--- config.mk ---
export PLATFORM = sky130hd
export DESIGN_NAME = sepf_framing
export DESIGN_NICKNAME = d
export VERILOG_FILES = /design/src/sepf_pkg.sv /design/src/sepf_framing.sv
export SDC_FILE = /design/constraint.sdc
export NUM_CORES = 1
export LEC_CHECK = 0
export BUFFER_PORTS_ARGS = -buffer_cell sky130_fd_sc_hd__buf_2
export CORE_MARGIN = 3
export CORE_UTILIZATION = 30
export CTS_BUF_LIST = sky130_fd_sc_hd__clkbuf_16
export DETAILED_ROUTE_END_ITERATION = 10
export PLACE_DENSITY_LB_ADDON = 0.25
export SKIP_CTS_REPAIR_TIMING = 1
export SLEW_MARGIN = 10
export SYNTH_ARGS = -nofsm -noshare
export SYNTH_HDL_FRONTEND = slang
export SYNTH_SLANG_ARGS = --single-unit
export TNS_END_PERCENT = 1
--- constraint.sdc ---
create_clock -name core_clk -period 3.2 [get_ports core_clk]
set_clock_uncertainty 0.15 [all_clocks]
set_input_delay 0.32 -clock core_clk [delete_from_list [all_inputs] [get_ports core_clk]]
set_output_delay 0.32 -clock core_clk [all_outputs]
set_load 0.1 [all_outputs]
--- src/sepf_pkg.sv ---
// Constants and types for the serial EEPROM pin framing block
// What this block does
// - Select high means selected; communication happens only while select is high.
// - Rising select edge resets the command state machine for a new cycle.
// - Select falling after a complete write-type command starts self-timed programming.
// - While deselected, serial clock and input are ignored; output takes no part.
// - Every input bit is sampled on the serial clock rising edge while selected.
// - Output data changes after each serial clock rising edge.
// - Output driven only while selected, released when deselected.
// - Select held low a minimum time clears the command state, shift register and bit count.
// - Cycle starts with a one start bit; leading zeros are ignored.
// - Start, 2-bit opcode, 6-bit address, 16-bit data for writes, MSB first.
// - Read outputs a dummy zero then 16 data bits, MSB first.
// - Reselected while programming, output low when busy, high when ready, no clock needed.
package sepf_pkg;

  // Clock and timing
  localparam int unsigned CLK_PERIOD_NS      = 100;
  localparam int unsigned MIN_DESELECT_NS    = 1000;
  localparam int unsigned MIN_DESELECT_CYC   =
    (MIN_DESELECT_NS + CLK_PERIOD_NS - 1) / CLK_PERIOD_NS;
  localparam int unsigned PROG_TIME_MS       = 15;
  localparam int unsigned PROG_TIME_CYC      = PROG_TIME_MS * 1000000 / CLK_PERIOD_NS;

  // Field widths
  localparam int unsigned OPC_W  = 2;
  localparam int unsigned ADDR_W = 6;
  localparam int unsigned DATA_W = 16;

  // Bit counts within a cycle (after the start bit)
  localparam logic [4:0] HDR_LAST  = 5'h07;
  localparam logic [4:0] DATA_LAST = 5'h0F;

  // Opcodes
  localparam logic [1:0] OPC_EXT   = 2'h0;
  localparam logic [1:0] OPC_WRITE = 2'h1;
  localparam logic [1:0] OPC_READ  = 2'h2;
  localparam logic [1:0] OPC_ERASE = 2'h3;

  // Extended commands, held in address bits 5:4
  localparam logic [1:0] EXT_DISABLE = 2'h0;
  localparam logic [1:0] EXT_PROGALL = 2'h1;
  localparam logic [1:0] EXT_ERALL   = 2'h2;
  localparam logic [1:0] EXT_ENABLE  = 2'h3;

  // Reset values
  localparam logic [2:0] SYNC_RST = 3'h0;

  // Command state machine
  typedef enum logic [2:0] {
    ST_IDLE  = 3'b000,
    ST_HDR   = 3'b001,
    ST_DATA  = 3'b010,
    ST_READ  = 3'b011,
    ST_ARMED = 3'b100,
    ST_DONE  = 3'b101
  } sepf_state_t;

  // Pending action launched at select fall
  typedef enum logic [2:0] {
    ACT_NONE    = 3'b000,
    ACT_WRITE   = 3'b001,
    ACT_PROGALL = 3'b010,
    ACT_ERASE   = 3'b011,
    ACT_ERALL   = 3'b100,
    ACT_ENABLE  = 3'b101,
    ACT_DISABLE = 3'b110
  } sepf_act_t;

endpackage : sepf_pkg

--- src/sepf_framing.sv ---
// Pin-level serial framing of a small serial EEPROM, device side
`timescale 1ns/1ps
module sepf_framing
  import sepf_pkg::*;
#(
  parameter int unsigned PROG_CYCLES = PROG_TIME_CYC
)(
  // Clock and reset
  input  wire logic                core_clk,
  input  wire logic                sys_rst,
  // Serial pins from the master
  input  wire logic                chip_select,
  input  wire logic                serial_clock,
  input  wire logic                serial_in,
  // Serial output pin, enable active low
  output logic                     serial_out,
  output logic                     serial_out_en_n,
  // Array read port
  output logic [ADDR_W-1:0]        array_addr,
  input  wire logic [DATA_W-1:0]   array_rdata,
  // Array programming request
  output logic                     prog_start,
  output logic                     prog_all,
  output logic                     prog_erase,
  output logic [DATA_W-1:0]        prog_data,
  output logic                     busy
);

  ////////////////////////////////////////////////////////////////////////
  // State
  typedef struct packed {
    logic [2:0]          cs_sync;
    logic [2:0]          sk_sync;
    logic [2:0]          di_sync;
    sepf_state_t         state;
    logic [4:0]          cnt;
    logic [ADDR_W-1:0]   addr;
    logic [DATA_W-1:0]   shreg;
    sepf_act_t           act;
    logic                wr_en;
    logic                cs_hold;
    logic                sk_hold;
    logic [3:0]          desel_cnt;
    logic [23:0]         prog_cnt;
    logic                busy;
    logic                sout;
    logic                prog_start;
    logic                prog_all;
    logic                prog_erase;
    logic [DATA_W-1:0]   prog_data;
  } sepf_regs_t;

  sepf_regs_t r_reg;
  sepf_regs_t r_next;

  ////////////////////////////////////////////////////////////////////////
  // Filtered select and clock levels: second and third stages agree; data is the third stage
  logic cs_hold;
  logic sk_hold;
  logic sk_rise;
  logic di_lvl;
  logic cs_rise;
  logic cs_fall;
  logic cs_stable;
  logic sk_stable;

  // Accepted levels live in the state struct
  assign cs_hold   = r_reg.cs_hold;
  assign sk_hold   = r_reg.sk_hold;
  assign cs_stable = r_reg.cs_sync[1] == r_reg.cs_sync[2];
  assign sk_stable = r_reg.sk_sync[1] == r_reg.sk_sync[2];
  assign cs_rise   = r_reg.cs_sync[1] & r_reg.cs_sync[2] & ~cs_hold;
  assign cs_fall   = ~r_reg.cs_sync[1] & ~r_reg.cs_sync[2] & cs_hold;
  assign sk_rise   = r_reg.sk_sync[1] & r_reg.sk_sync[2] & ~sk_hold;
  assign di_lvl    = r_reg.di_sync[2];

  ////////////////////////////////////////////////////////////////////////
  // Next-state logic
  always_comb
  begin
    r_next            = r_reg;
    r_next.cs_sync    = {r_reg.cs_sync[1:0], chip_select};
    r_next.sk_sync    = {r_reg.sk_sync[1:0], serial_clock};
    r_next.di_sync    = {r_reg.di_sync[1:0], serial_in};
    r_next.prog_start = 1'b0;

    // Accepted levels follow the pins once two stages agree
    if (cs_stable)
      r_next.cs_hold = r_reg.cs_sync[2];
    if (sk_stable)
      r_next.sk_hold = r_reg.sk_sync[2];

    // Self-timed programming countdown
    if (r_reg.busy)
    begin
      if (r_reg.prog_cnt == 24'h00_0000)
        r_next.busy = 1'b0;
      else
        r_next.prog_cnt = r_reg.prog_cnt - 24'h00_0001;
    end

    // Deselect timer clears registers after the minimum low time
    if (!cs_hold)
    begin
      if (r_reg.desel_cnt != MIN_DESELECT_CYC[3:0])
        r_next.desel_cnt = r_reg.desel_cnt + 4'h1;
      else
      begin
        r_next.state    = ST_IDLE;
        r_next.shreg    = '0;
        r_next.cnt      = '0;
      end
    end
    else
      r_next.desel_cnt = '0;

    // Select rising: fresh cycle
    if (cs_rise)
    begin
      r_next.state = ST_IDLE;
      r_next.cnt   = '0;
      r_next.act   = ACT_NONE;
      r_next.sout  = ~r_reg.busy;
    end

    // Select falling: launch the decoded action
    if (cs_fall)
    begin
      case (r_reg.act)
        ACT_ENABLE:  r_next.wr_en = 1'b1;
        ACT_DISABLE: r_next.wr_en = 1'b0;
        ACT_WRITE, ACT_PROGALL, ACT_ERASE, ACT_ERALL:
        begin
          if (r_reg.wr_en && !r_reg.busy)
          begin
            r_next.prog_start = 1'b1;
            r_next.busy       = 1'b1;
            r_next.prog_cnt   = 24'(PROG_CYCLES - 1);
            r_next.prog_all   = (r_reg.act == ACT_PROGALL) || (r_reg.act == ACT_ERALL);
            r_next.prog_erase = (r_reg.act == ACT_ERASE) || (r_reg.act == ACT_ERALL);
            r_next.prog_data  = r_reg.shreg;
          end
        end
        default: ;
      endcase
      r_next.act = ACT_NONE;
    end

    // Serial bit handling, only while selected
    if (cs_hold && sk_rise && !r_reg.busy)
    begin
      case (r_reg.state)
        ST_IDLE:
        begin
          if (di_lvl)
          begin
            r_next.state = ST_HDR;
            r_next.cnt   = '0;
          end
        end
        ST_HDR:
        begin
          r_next.shreg = {r_reg.shreg[DATA_W-2:0], di_lvl};
          r_next.cnt   = r_reg.cnt + 5'h1;
          if (r_reg.cnt == HDR_LAST)
          begin
            r_next.addr = {r_reg.shreg[ADDR_W-2:0], di_lvl};
            r_next.cnt  = '0;
            case (r_reg.shreg[ADDR_W:ADDR_W-1])
              OPC_READ:
              begin
                r_next.state = ST_READ;
                r_next.sout  = 1'b0;
              end
              OPC_WRITE:
              begin
                r_next.state = ST_DATA;
                r_next.act   = ACT_WRITE;
              end
              OPC_ERASE:
              begin
                r_next.state = ST_DONE;
                r_next.act   = ACT_ERASE;
              end
              default:
              begin
                case (r_reg.shreg[ADDR_W-2:ADDR_W-3])
                  EXT_PROGALL:
                  begin
                    r_next.state = ST_DATA;
                    r_next.act   = ACT_PROGALL;
                  end
                  EXT_ERALL:   r_next.act = ACT_ERALL;
                  EXT_ENABLE:  r_next.act = ACT_ENABLE;
                  default:     r_next.act = ACT_DISABLE;
                endcase
                if (r_reg.shreg[ADDR_W-2:ADDR_W-3] != EXT_PROGALL)
                  r_next.state = ST_DONE;
              end
            endcase
          end
        end
        ST_DATA:
        begin
          r_next.shreg = {r_reg.shreg[DATA_W-2:0], di_lvl};
          r_next.cnt   = r_reg.cnt + 5'h1;
          if (r_reg.cnt == DATA_LAST)
            r_next.state = ST_ARMED;
        end
        ST_READ:
        begin
          // First rise loads the word; later rises shift
          if (r_reg.cnt == 5'h0)
          begin
            r_next.sout  = array_rdata[DATA_W-1];
            r_next.shreg = {array_rdata[DATA_W-2:0], 1'b0};
          end
          else
          begin
            r_next.sout  = r_reg.shreg[DATA_W-1];
            r_next.shreg = {r_reg.shreg[DATA_W-2:0], 1'b0};
          end
          if (r_reg.cnt != DATA_LAST + 5'h1)
            r_next.cnt = r_reg.cnt + 5'h1;
        end
        ST_ARMED:
        begin
          // Extra clock after the last data bit cancels the write
          r_next.act   = ACT_NONE;
          r_next.state = ST_DONE;
        end
        default: ;
      endcase
    end

    // Status shown on output while selected and programming
    if (cs_hold && (r_reg.busy || r_reg.state == ST_IDLE) && !cs_rise)
      r_next.sout = ~r_next.busy;
  end

  ////////////////////////////////////////////////////////////////////////
  // State register
  always_ff @(posedge core_clk or posedge sys_rst)
  begin
    if (sys_rst)
    begin
      r_reg         <= '0;
      r_reg.state   <= ST_IDLE;
      r_reg.act     <= ACT_NONE;
      r_reg.cs_sync <= SYNC_RST;
      r_reg.sout    <= 1'b1;
    end
    else
      r_reg <= r_next;
  end

  ////////////////////////////////////////////////////////////////////////
  // Outputs
  assign serial_out      = r_reg.sout;
  assign serial_out_en_n = ~cs_hold;
  assign array_addr      = r_reg.addr;
  assign prog_start      = r_reg.prog_start;
  assign prog_all        = r_reg.prog_all;
  assign prog_erase      = r_reg.prog_erase;
  assign prog_data       = r_reg.prog_data;
  assign busy            = r_reg.busy;

endmodule : sepf_framing

Word level (Yosys, flattened, before mapping):

Cells that the tools add are included.

* flip-flop bits (word level): 94
* bits in latches: 0
* bits in writable memories: 0
* ROM bits: 0
* output and inout port bits: 28
* word-level logic and storage cells: 120
* memories: 0

* add/subtract/negate cells: 3
* multiply operators: 0
* divide/modulo/power cells: 0
* $lt $le $gt $ge: 0
* equality and inequality tests: 23
* shift operators: 0
* multiplexer cells: 43
* bitwise operators: 12
* reduce and logical (&&, ||, !) cells: 20

Operators by type and width (number)
* two-way mux 25 bit: 4
* two-way mux 19 bit: 3
* two-way mux 16 bit: 3
* two-way mux 33 bit: 1
* two-way mux 8 bit: 4
* case mux 16 bit (2 select lines): 1
* case mux 3 bit (3 select lines): 3
* zero test 24 bit: 1
* two-way mux 24 bit: 1
* subtractor 24 x 1 -> 24 bit (second input constant): 1
* case mux 5 bit (4 select lines): 1
* two-way mux 3 bit: 5
* two-way mux 14 bit: 1
* equality test 3 x 2 -> 1 bit (second input constant): 4
* equality test 3 bit (second input constant): 4
* two-way mux 4 bit: 3
* case mux 3 bit (4 select lines): 1
* equality test 2 bit (second input constant): 4
* two-way mux 1 bit: 7
* AND 1 bit: 6
* equality test 3 x 1 -> 1 bit (second input constant): 2
* two-way mux 6 bit: 1
* NOT 1 bit: 6
* case mux 3 bit (2 select lines): 1
* other kinds (21): 33

Longest topological paths before layout:

Gate-level depths: netlist of the first run.

* depth after elaboration: 10
* depth in mapped cells: 9
* depth with buffers taken out: 7

Worst setup path before layout of the first run:

No wires, ideal clock.

* path kind: register -> register
* start: register r_reg, in the netlist busy
* end: register r_reg[22] in the netlist's numbering
* setup time: 0.143 ns
* arrival time: 2.301 ns
* data required time: 2.907 ns
* path slack: 0.606 ns
* stages on the path, launching flop included: 8
* cell sequence: dfrtp_1 > clkbuf_1 > inv_1 > and4_1 > nand3_1 > buf_2 > clkbuf_1 > o211ai_1

RTL lines
* start: declaration: RTL line sepf_framing.sv:53 `sepf_regs_t r_reg;`
* start signal: assignment: RTL line sepf_framing.sv:254 `r_reg <= r_next;`

==> metrics.csv, run 1 <==
metric,value,unit
vias,3875,
synth_flop_cell,dfrtp_1,
boundaryPins,49,
timing_max_transition_violations_final,0,
cts_max_level,3,
cts_sinks,94,
post-dp-hpwl,8100,um
p_seq_share,46.9,%
p_int,2160,uW
p_sw,986,uW
grt_setup_unrepaired,false,
critPathMaxStageDelay,0.54,ns
worst_pin_slew,0.897,ns
dp_slack,0.630,ns
yosysUniqueCellTypes,68,
synthToLayoutAreaGrowth,12.5,%
path_max_fanout,19,
comb_power_share,20.1,%
cellLeakagePower,0.00262,uW
largest_reg_flops,58,
start_util,31.1,%
ys_seq_elements,94,
overflow,0,
yosysWarnings,0,
cp.required,3.28,ns
swShare,31.4,%
core_area,16100,um^2
die_w,135,um
gp_congestion,0.799,
max_freq,390,MHz
syn-num-nets,565,
timing.hold.ws,0.0146,ns
cts-root-buf,clkbuf_16,
clockBufferDepth,2,
crit_type,reg -> reg,
cts_tree,yes,
fin_crit_sh,80.2,%
cellPowerDensity,558,nW/um^2
crit_slowest_cell,dfrtp_1,
status,"finished, final reports clean",
synth_edf_count,0,
synth_area,5000,um^2
rr_startpoint,busy$_DFF_PP0_,
finalSetupTns,0,ns
cp_data_arrival_time,2.65,ns
startpoint_type,register,
cts_inserted_buffers,9,
postLayoutSetupSlackWorst,0.634,ns
drtAntennaViolNets,0,
ys_async_sr_fraction,100,%
port_buffers,48,
maxCapViolCount,0,
critPathLaunch,busy$_DFF_PP0_,
avgSynthCellArea,9.44,um^2
ys_seq_area_share,47.0,%
drtIter0Drc,271,
grt_pass1_vias,3776,
slew_headroom,40.2,%
critPathCaptureType,register,
diodes,0,
final_nets,587,
hp-class,in -> async,
p_clk_share,33.0,%
firstDrtPassIters,4,
finalPower,3140,uW
netlist_instances,530,
rows,46,
hold_viol,0,
path_clk_slew,0.07,ns
grt_use_total,13.1,%
grt_pass1_wl,19300,um
peakVddDrop,0.406,mV
drc_errors,0,
crit_chain,"nand4bb_1, or2_2, o22a_1, a32o_1",
period_minus_slack,2.57,ns
die_h,135,um
grt_start_max_net_pins,72,
vias_per_cell,5.01,
wl_per_cell,14.9,um
setup_viol,0,
clkLatencyLatePin,0.34,ns
drive_gt1_share,17.8,%
grt_antenna_before_repair,0,
die_area,18300,um^2
wirelength,11500,um
[cells in the final DEF, fill, tap and decap left out, types with 3 or more instances in the layout]
| cell type | Yosys | routed |
|---|---|---|
| buf_4 | 23 | 11 |
| nor3_1 | 10 | 10 |
| o211ai_1 | 6 | 6 |
| nand3_1 | 13 | 13 |
| nand2_1 | 70 | 70 |
| clkbuf_16 | 0 | 9 |
| inv_1 | 34 | 35 |
| or3_1 | 5 | 5 |
| o22ai_1 | 16 | 16 |
| o311ai_0 | 4 | 4 |
| or2_2 | 4 | 4 |
| buf_2 | 4 | 48 |
| ha_1 | 14 | 14 |
| nor2_1 | 31 | 31 |
| xor2_1 | 5 | 5 |
| a21oi_1 | 11 | 11 |
| o31ai_1 | 6 | 6 |
| dlygate4sd3_1 | 0 | 3 |
| o41ai_1 | 6 | 6 |
| dfrtp_1 | 93 | 93 |
| and2_1 | 3 | 3 |
| nor4_1 | 8 | 8 |
| o21ai_0 | 48 | 48 |
| mux2_2 | 7 | 7 |
| a22oi_1 | 16 | 16 |
| nand3b_1 | 3 | 3 |
| mux2i_1 | 6 | 6 |
[cell usage after synthesis, types with 4 or more instances]
library cell,n,area [um^2]
buf_4,23,173
o41ai_1,6,52.6
mux2i_1,6,60.1
mux2_2,7,78.8
o22ai_1,16,100
a21oi_1,11,55.1
o311ai_0,4,35.0
or3_1,5,31.3
nand2_1,70,263
nor2_1,31,116
clkbuf_1,22,82.6
nand3_1,13,65.1
ha_1,14,175
inv_1,34,128
buf_2,4,20.0
o21ai_0,48,240
nor3_1,10,50.1
xor2_1,5,43.8
dfrtp_1,93,2330
or2_2,4,25.0
a22oi_1,16,120
o211ai_1,6,45.0
o31ai_1,6,45.0
nor4_1,8,50.1
[stage by stage]
step | instance area [um^2] | std cells | util [%]
floorplan | 5000 | 530 | -
global placement | 5320 | 754 | 33.0
detailed placement | 5320 | 754 | 33.0
CTS | 5600 | 770 | 34.8
global route | 5630 | 773 | 34.9
finish | 5630 | 773 | 34.9
[layout make-up]
cell class                 instances  area (um^2)
clock inverter                     7         58.8
fill                            1691        10500
tap                              216          270
clock buffer                       9          225
sequential                        94         2350
multi-input combinational        351         2240
inverter                          34          130
timing repair buffer              62          353
[final timing paths]
| check | end | slack [ns] | depth (start not counted) |
|---|---|---|---|
| max in group asynchronous | r_reg[61]$_DFF_PP0_ | 2.12 | 3 |
| setup / recovery | r_reg[55]$_DFF_PP0_ | 0.63 | 4 |
| setup reg to reg | r_reg[55]$_DFF_PP0_ | 0.63 | 4 |
| hold / removal | r_reg[41]$_DFF_PP0_ | 0.01 | 2 |
| min in group core_clk | r_next[90]$_DFF_PP0_ | 0.20 | 0 |
| hold reg to reg | r_next[90]$_DFF_PP0_ | 0.20 | 0 |
[routing by layer]
| layer | up-vias | track usage (%) | wire length [um] |
|---|---|---|---|
| met1 | 1883 | 17.4 | 5420 |
| met2 | 63 | 21.2 | 5570 |
| met4 | 0 | 3.70 | 111 |
| met3 | 7 | 3.42 | 384 |
| met5 | - | 0 | 0 |
| li1 | 1922 | - | - |
[cells by family after synthesis]
group	Yosys count	synth area share [%]
buf+inv	85	8.20
simple gates	179	19.1
fa+ha+maj	14	3.50
xor+xnor	7	1.23
compound gates	138	18.2
mux	13	2.78
flops	94	47.0
[critical path: cells and delay by family (launching register included)]
kind / cells / cell delay, ns
DFF: 1 / 0.54
and+or+nand+nor: 2 / 1.01
AOI/OAI and AO/OA: 2 / 0.74
[power by group through the flow]
stage / clock network, uW / registers [uW] / logic, uW
2_1_floorplan: 0 / 1480 / 456
4_1_cts: 1080 / 1470 / 632
5_1_grt: 1130 / 1500 / 723
6_report: 1040 / 1470 / 631
3_5_place_dp: 0 / 1500 / 630
3_3_place_gp: 0 / 1490 / 622
No activity file was read; power rests on OpenSTA's default activity.
==> run 2, diff against run 1 <==
==> constraint.sdc (replaced) <==
create_clock -name core_clk -period 2.3 [get_ports core_clk]
set_clock_uncertainty 0.15 [all_clocks]
set_input_delay 0.23 -clock core_clk [delete_from_list [all_inputs] [get_ports core_clk]]
set_output_delay 0.23 -clock core_clk [all_outputs]
set_load 0.1 [all_outputs]
==> metrics.csv, run 2 (synthesis results as in run 1) <==
metric,value,unit
status,"finished, final reports clean",
timing.hold.ws,0.198,ns
path_clk_slew,0.06,ns
vias_per_cell,5.01,
start_util,31.1,%
layout_common_cells,"dfrtp_1, nand2_1, o21ai_0, buf_2, inv_1",
setup_viol,0,
die_h,135,um
drc_errors,0,
cellPowerDensity,753,nW/um^2
clkLatencyLatePin,0.35,ns
drtIter0Drc,195,
cts_sinks,94,
core_area,16100,um^2
cp.required,2.42,ns
crit_type,reg -> reg,
max_freq,444,MHz
grt_start_max_net_pins,37,
die_w,135,um
worst_pin_slew,0.767,ns
hp-class,in -> reg,
final_common_cell,dfrtp_1,
hold_viol,0,
overflow,0,
drtAntennaViolNets,0,
gp_congestion,0.817,
critPathCaptureType,register,
clockBufferDepth,2,
cts-root-buf,clkbuf_16,
timing_max_transition_violations_final,0,
cp_data_arrival_time,2.37,ns
boundaryPins,49,
grt_pass1_vias,3746,
post-dp-hpwl,8430,um
grt_setup_unrepaired,true,
rows,46,
largest_reg_flops,58,
grt_pass1_wl,19500,um
fin_crit_sh,97.9,%
path_max_fanout,5,
grt_use_total,13.2,%
cts_max_level,3,
synthToLayoutAreaGrowth,17.6,%
cts_tree,yes,
finalPower,4430,uW
nFillCells,1663,
drive_gt1_share,22.6,%
diodes,0,
grt_antenna_before_repair,0,
die_area,18300,um^2
wl_per_cell,14.8,um
slew_headroom,48.8,%
cts_inserted_buffers,9,
peakVddDrop,0.400,mV
port_buffers,48,
firstDrtPassIters,5,
cellLeakagePower,0.00275,uW
vias,3985,
final_nets,610,
startpoint_type,register,
maxCapViolCount,0,
wirelength,11800,um
period_minus_slack,2.25,ns
-- run 2: final cells by class --
class | count | area (um^2) | area share [%]
Sequential cell | 94 | 2360 | 40.0
Clock inverter | 7 | 67.6 | 1.15
Multi-Input combinational cell | 351 | 2280 | 38.8
Timing Repair Buffer | 85 | 553 | 9.40
Inverter | 34 | 131 | 2.23
Tap cell | 216 | 270 | 4.59
Clock buffer | 9 | 225 | 3.83
-- run 2: path summary, 6_finish.rpt --
path | slack, ns | cells past startpoint | endpoint | from
max | 0.05 | 5 | r_reg[38]$_DFF_PP0_ | r_reg[28]$_DFF_PP0_
min | 0.20 | 5 | r_reg[59]$_DFF_PP0_ | array_rdata[3]
max reg2reg | 0.05 | 5 | r_reg[38]$_DFF_PP0_ | r_reg[28]$_DFF_PP0_
min reg2reg | 0.20 | 0 | r_next[90]$_DFF_PP0_ | r_next[89]$_DFF_PP0_
max in group asynchronous | 0.94 | 4 | serial_out$_DFF_PP1_ | sys_rst
min in group asynchronous | 0.41 | 3 | prog_start$_DFF_PP0_ | sys_rst
-- run 2: metrics by stage --
step,area (um^2),worst slack [ns],utilization (%),TNS [ns],instances
floorplan,5010,-0.294,-,-9.74,530
global placement,5510,0.0897,34.2,0,776
detailed placement,5510,0.0372,34.2,0,776
CTS,5800,0.0215,36.0,0,792
global route,5890,-0.0460,36.5,-0.112,796
finish,5890,0.0475,36.5,0,796
-- run 2: routing by layer --
layer / up-vias / share of wire [%] / GRT usage (%)
li1: 1966 / - / -
met1: 1931 / 48 / 18.3
met2: 66 / 47 / 20.0
met3: 22 / 3.3 / 3.64
met4: 0 / 2.0 / 4.54
met5: - / 0 / 0
-- run 2: power by group --
group	internal, uW	switching, uW	total, uW
sequential	1840	196	2040
clock	837	643	1480
combinational	349	566	915
-- run 2: worst max-delay path, cell delays in order (launching register included) --
cell and delay (ns):
dfrtp_2 0.44, or3_4 0.38, or2_4 0.25, or4_4 0.55, nor4_4 0.18, mux2i_1 0.22
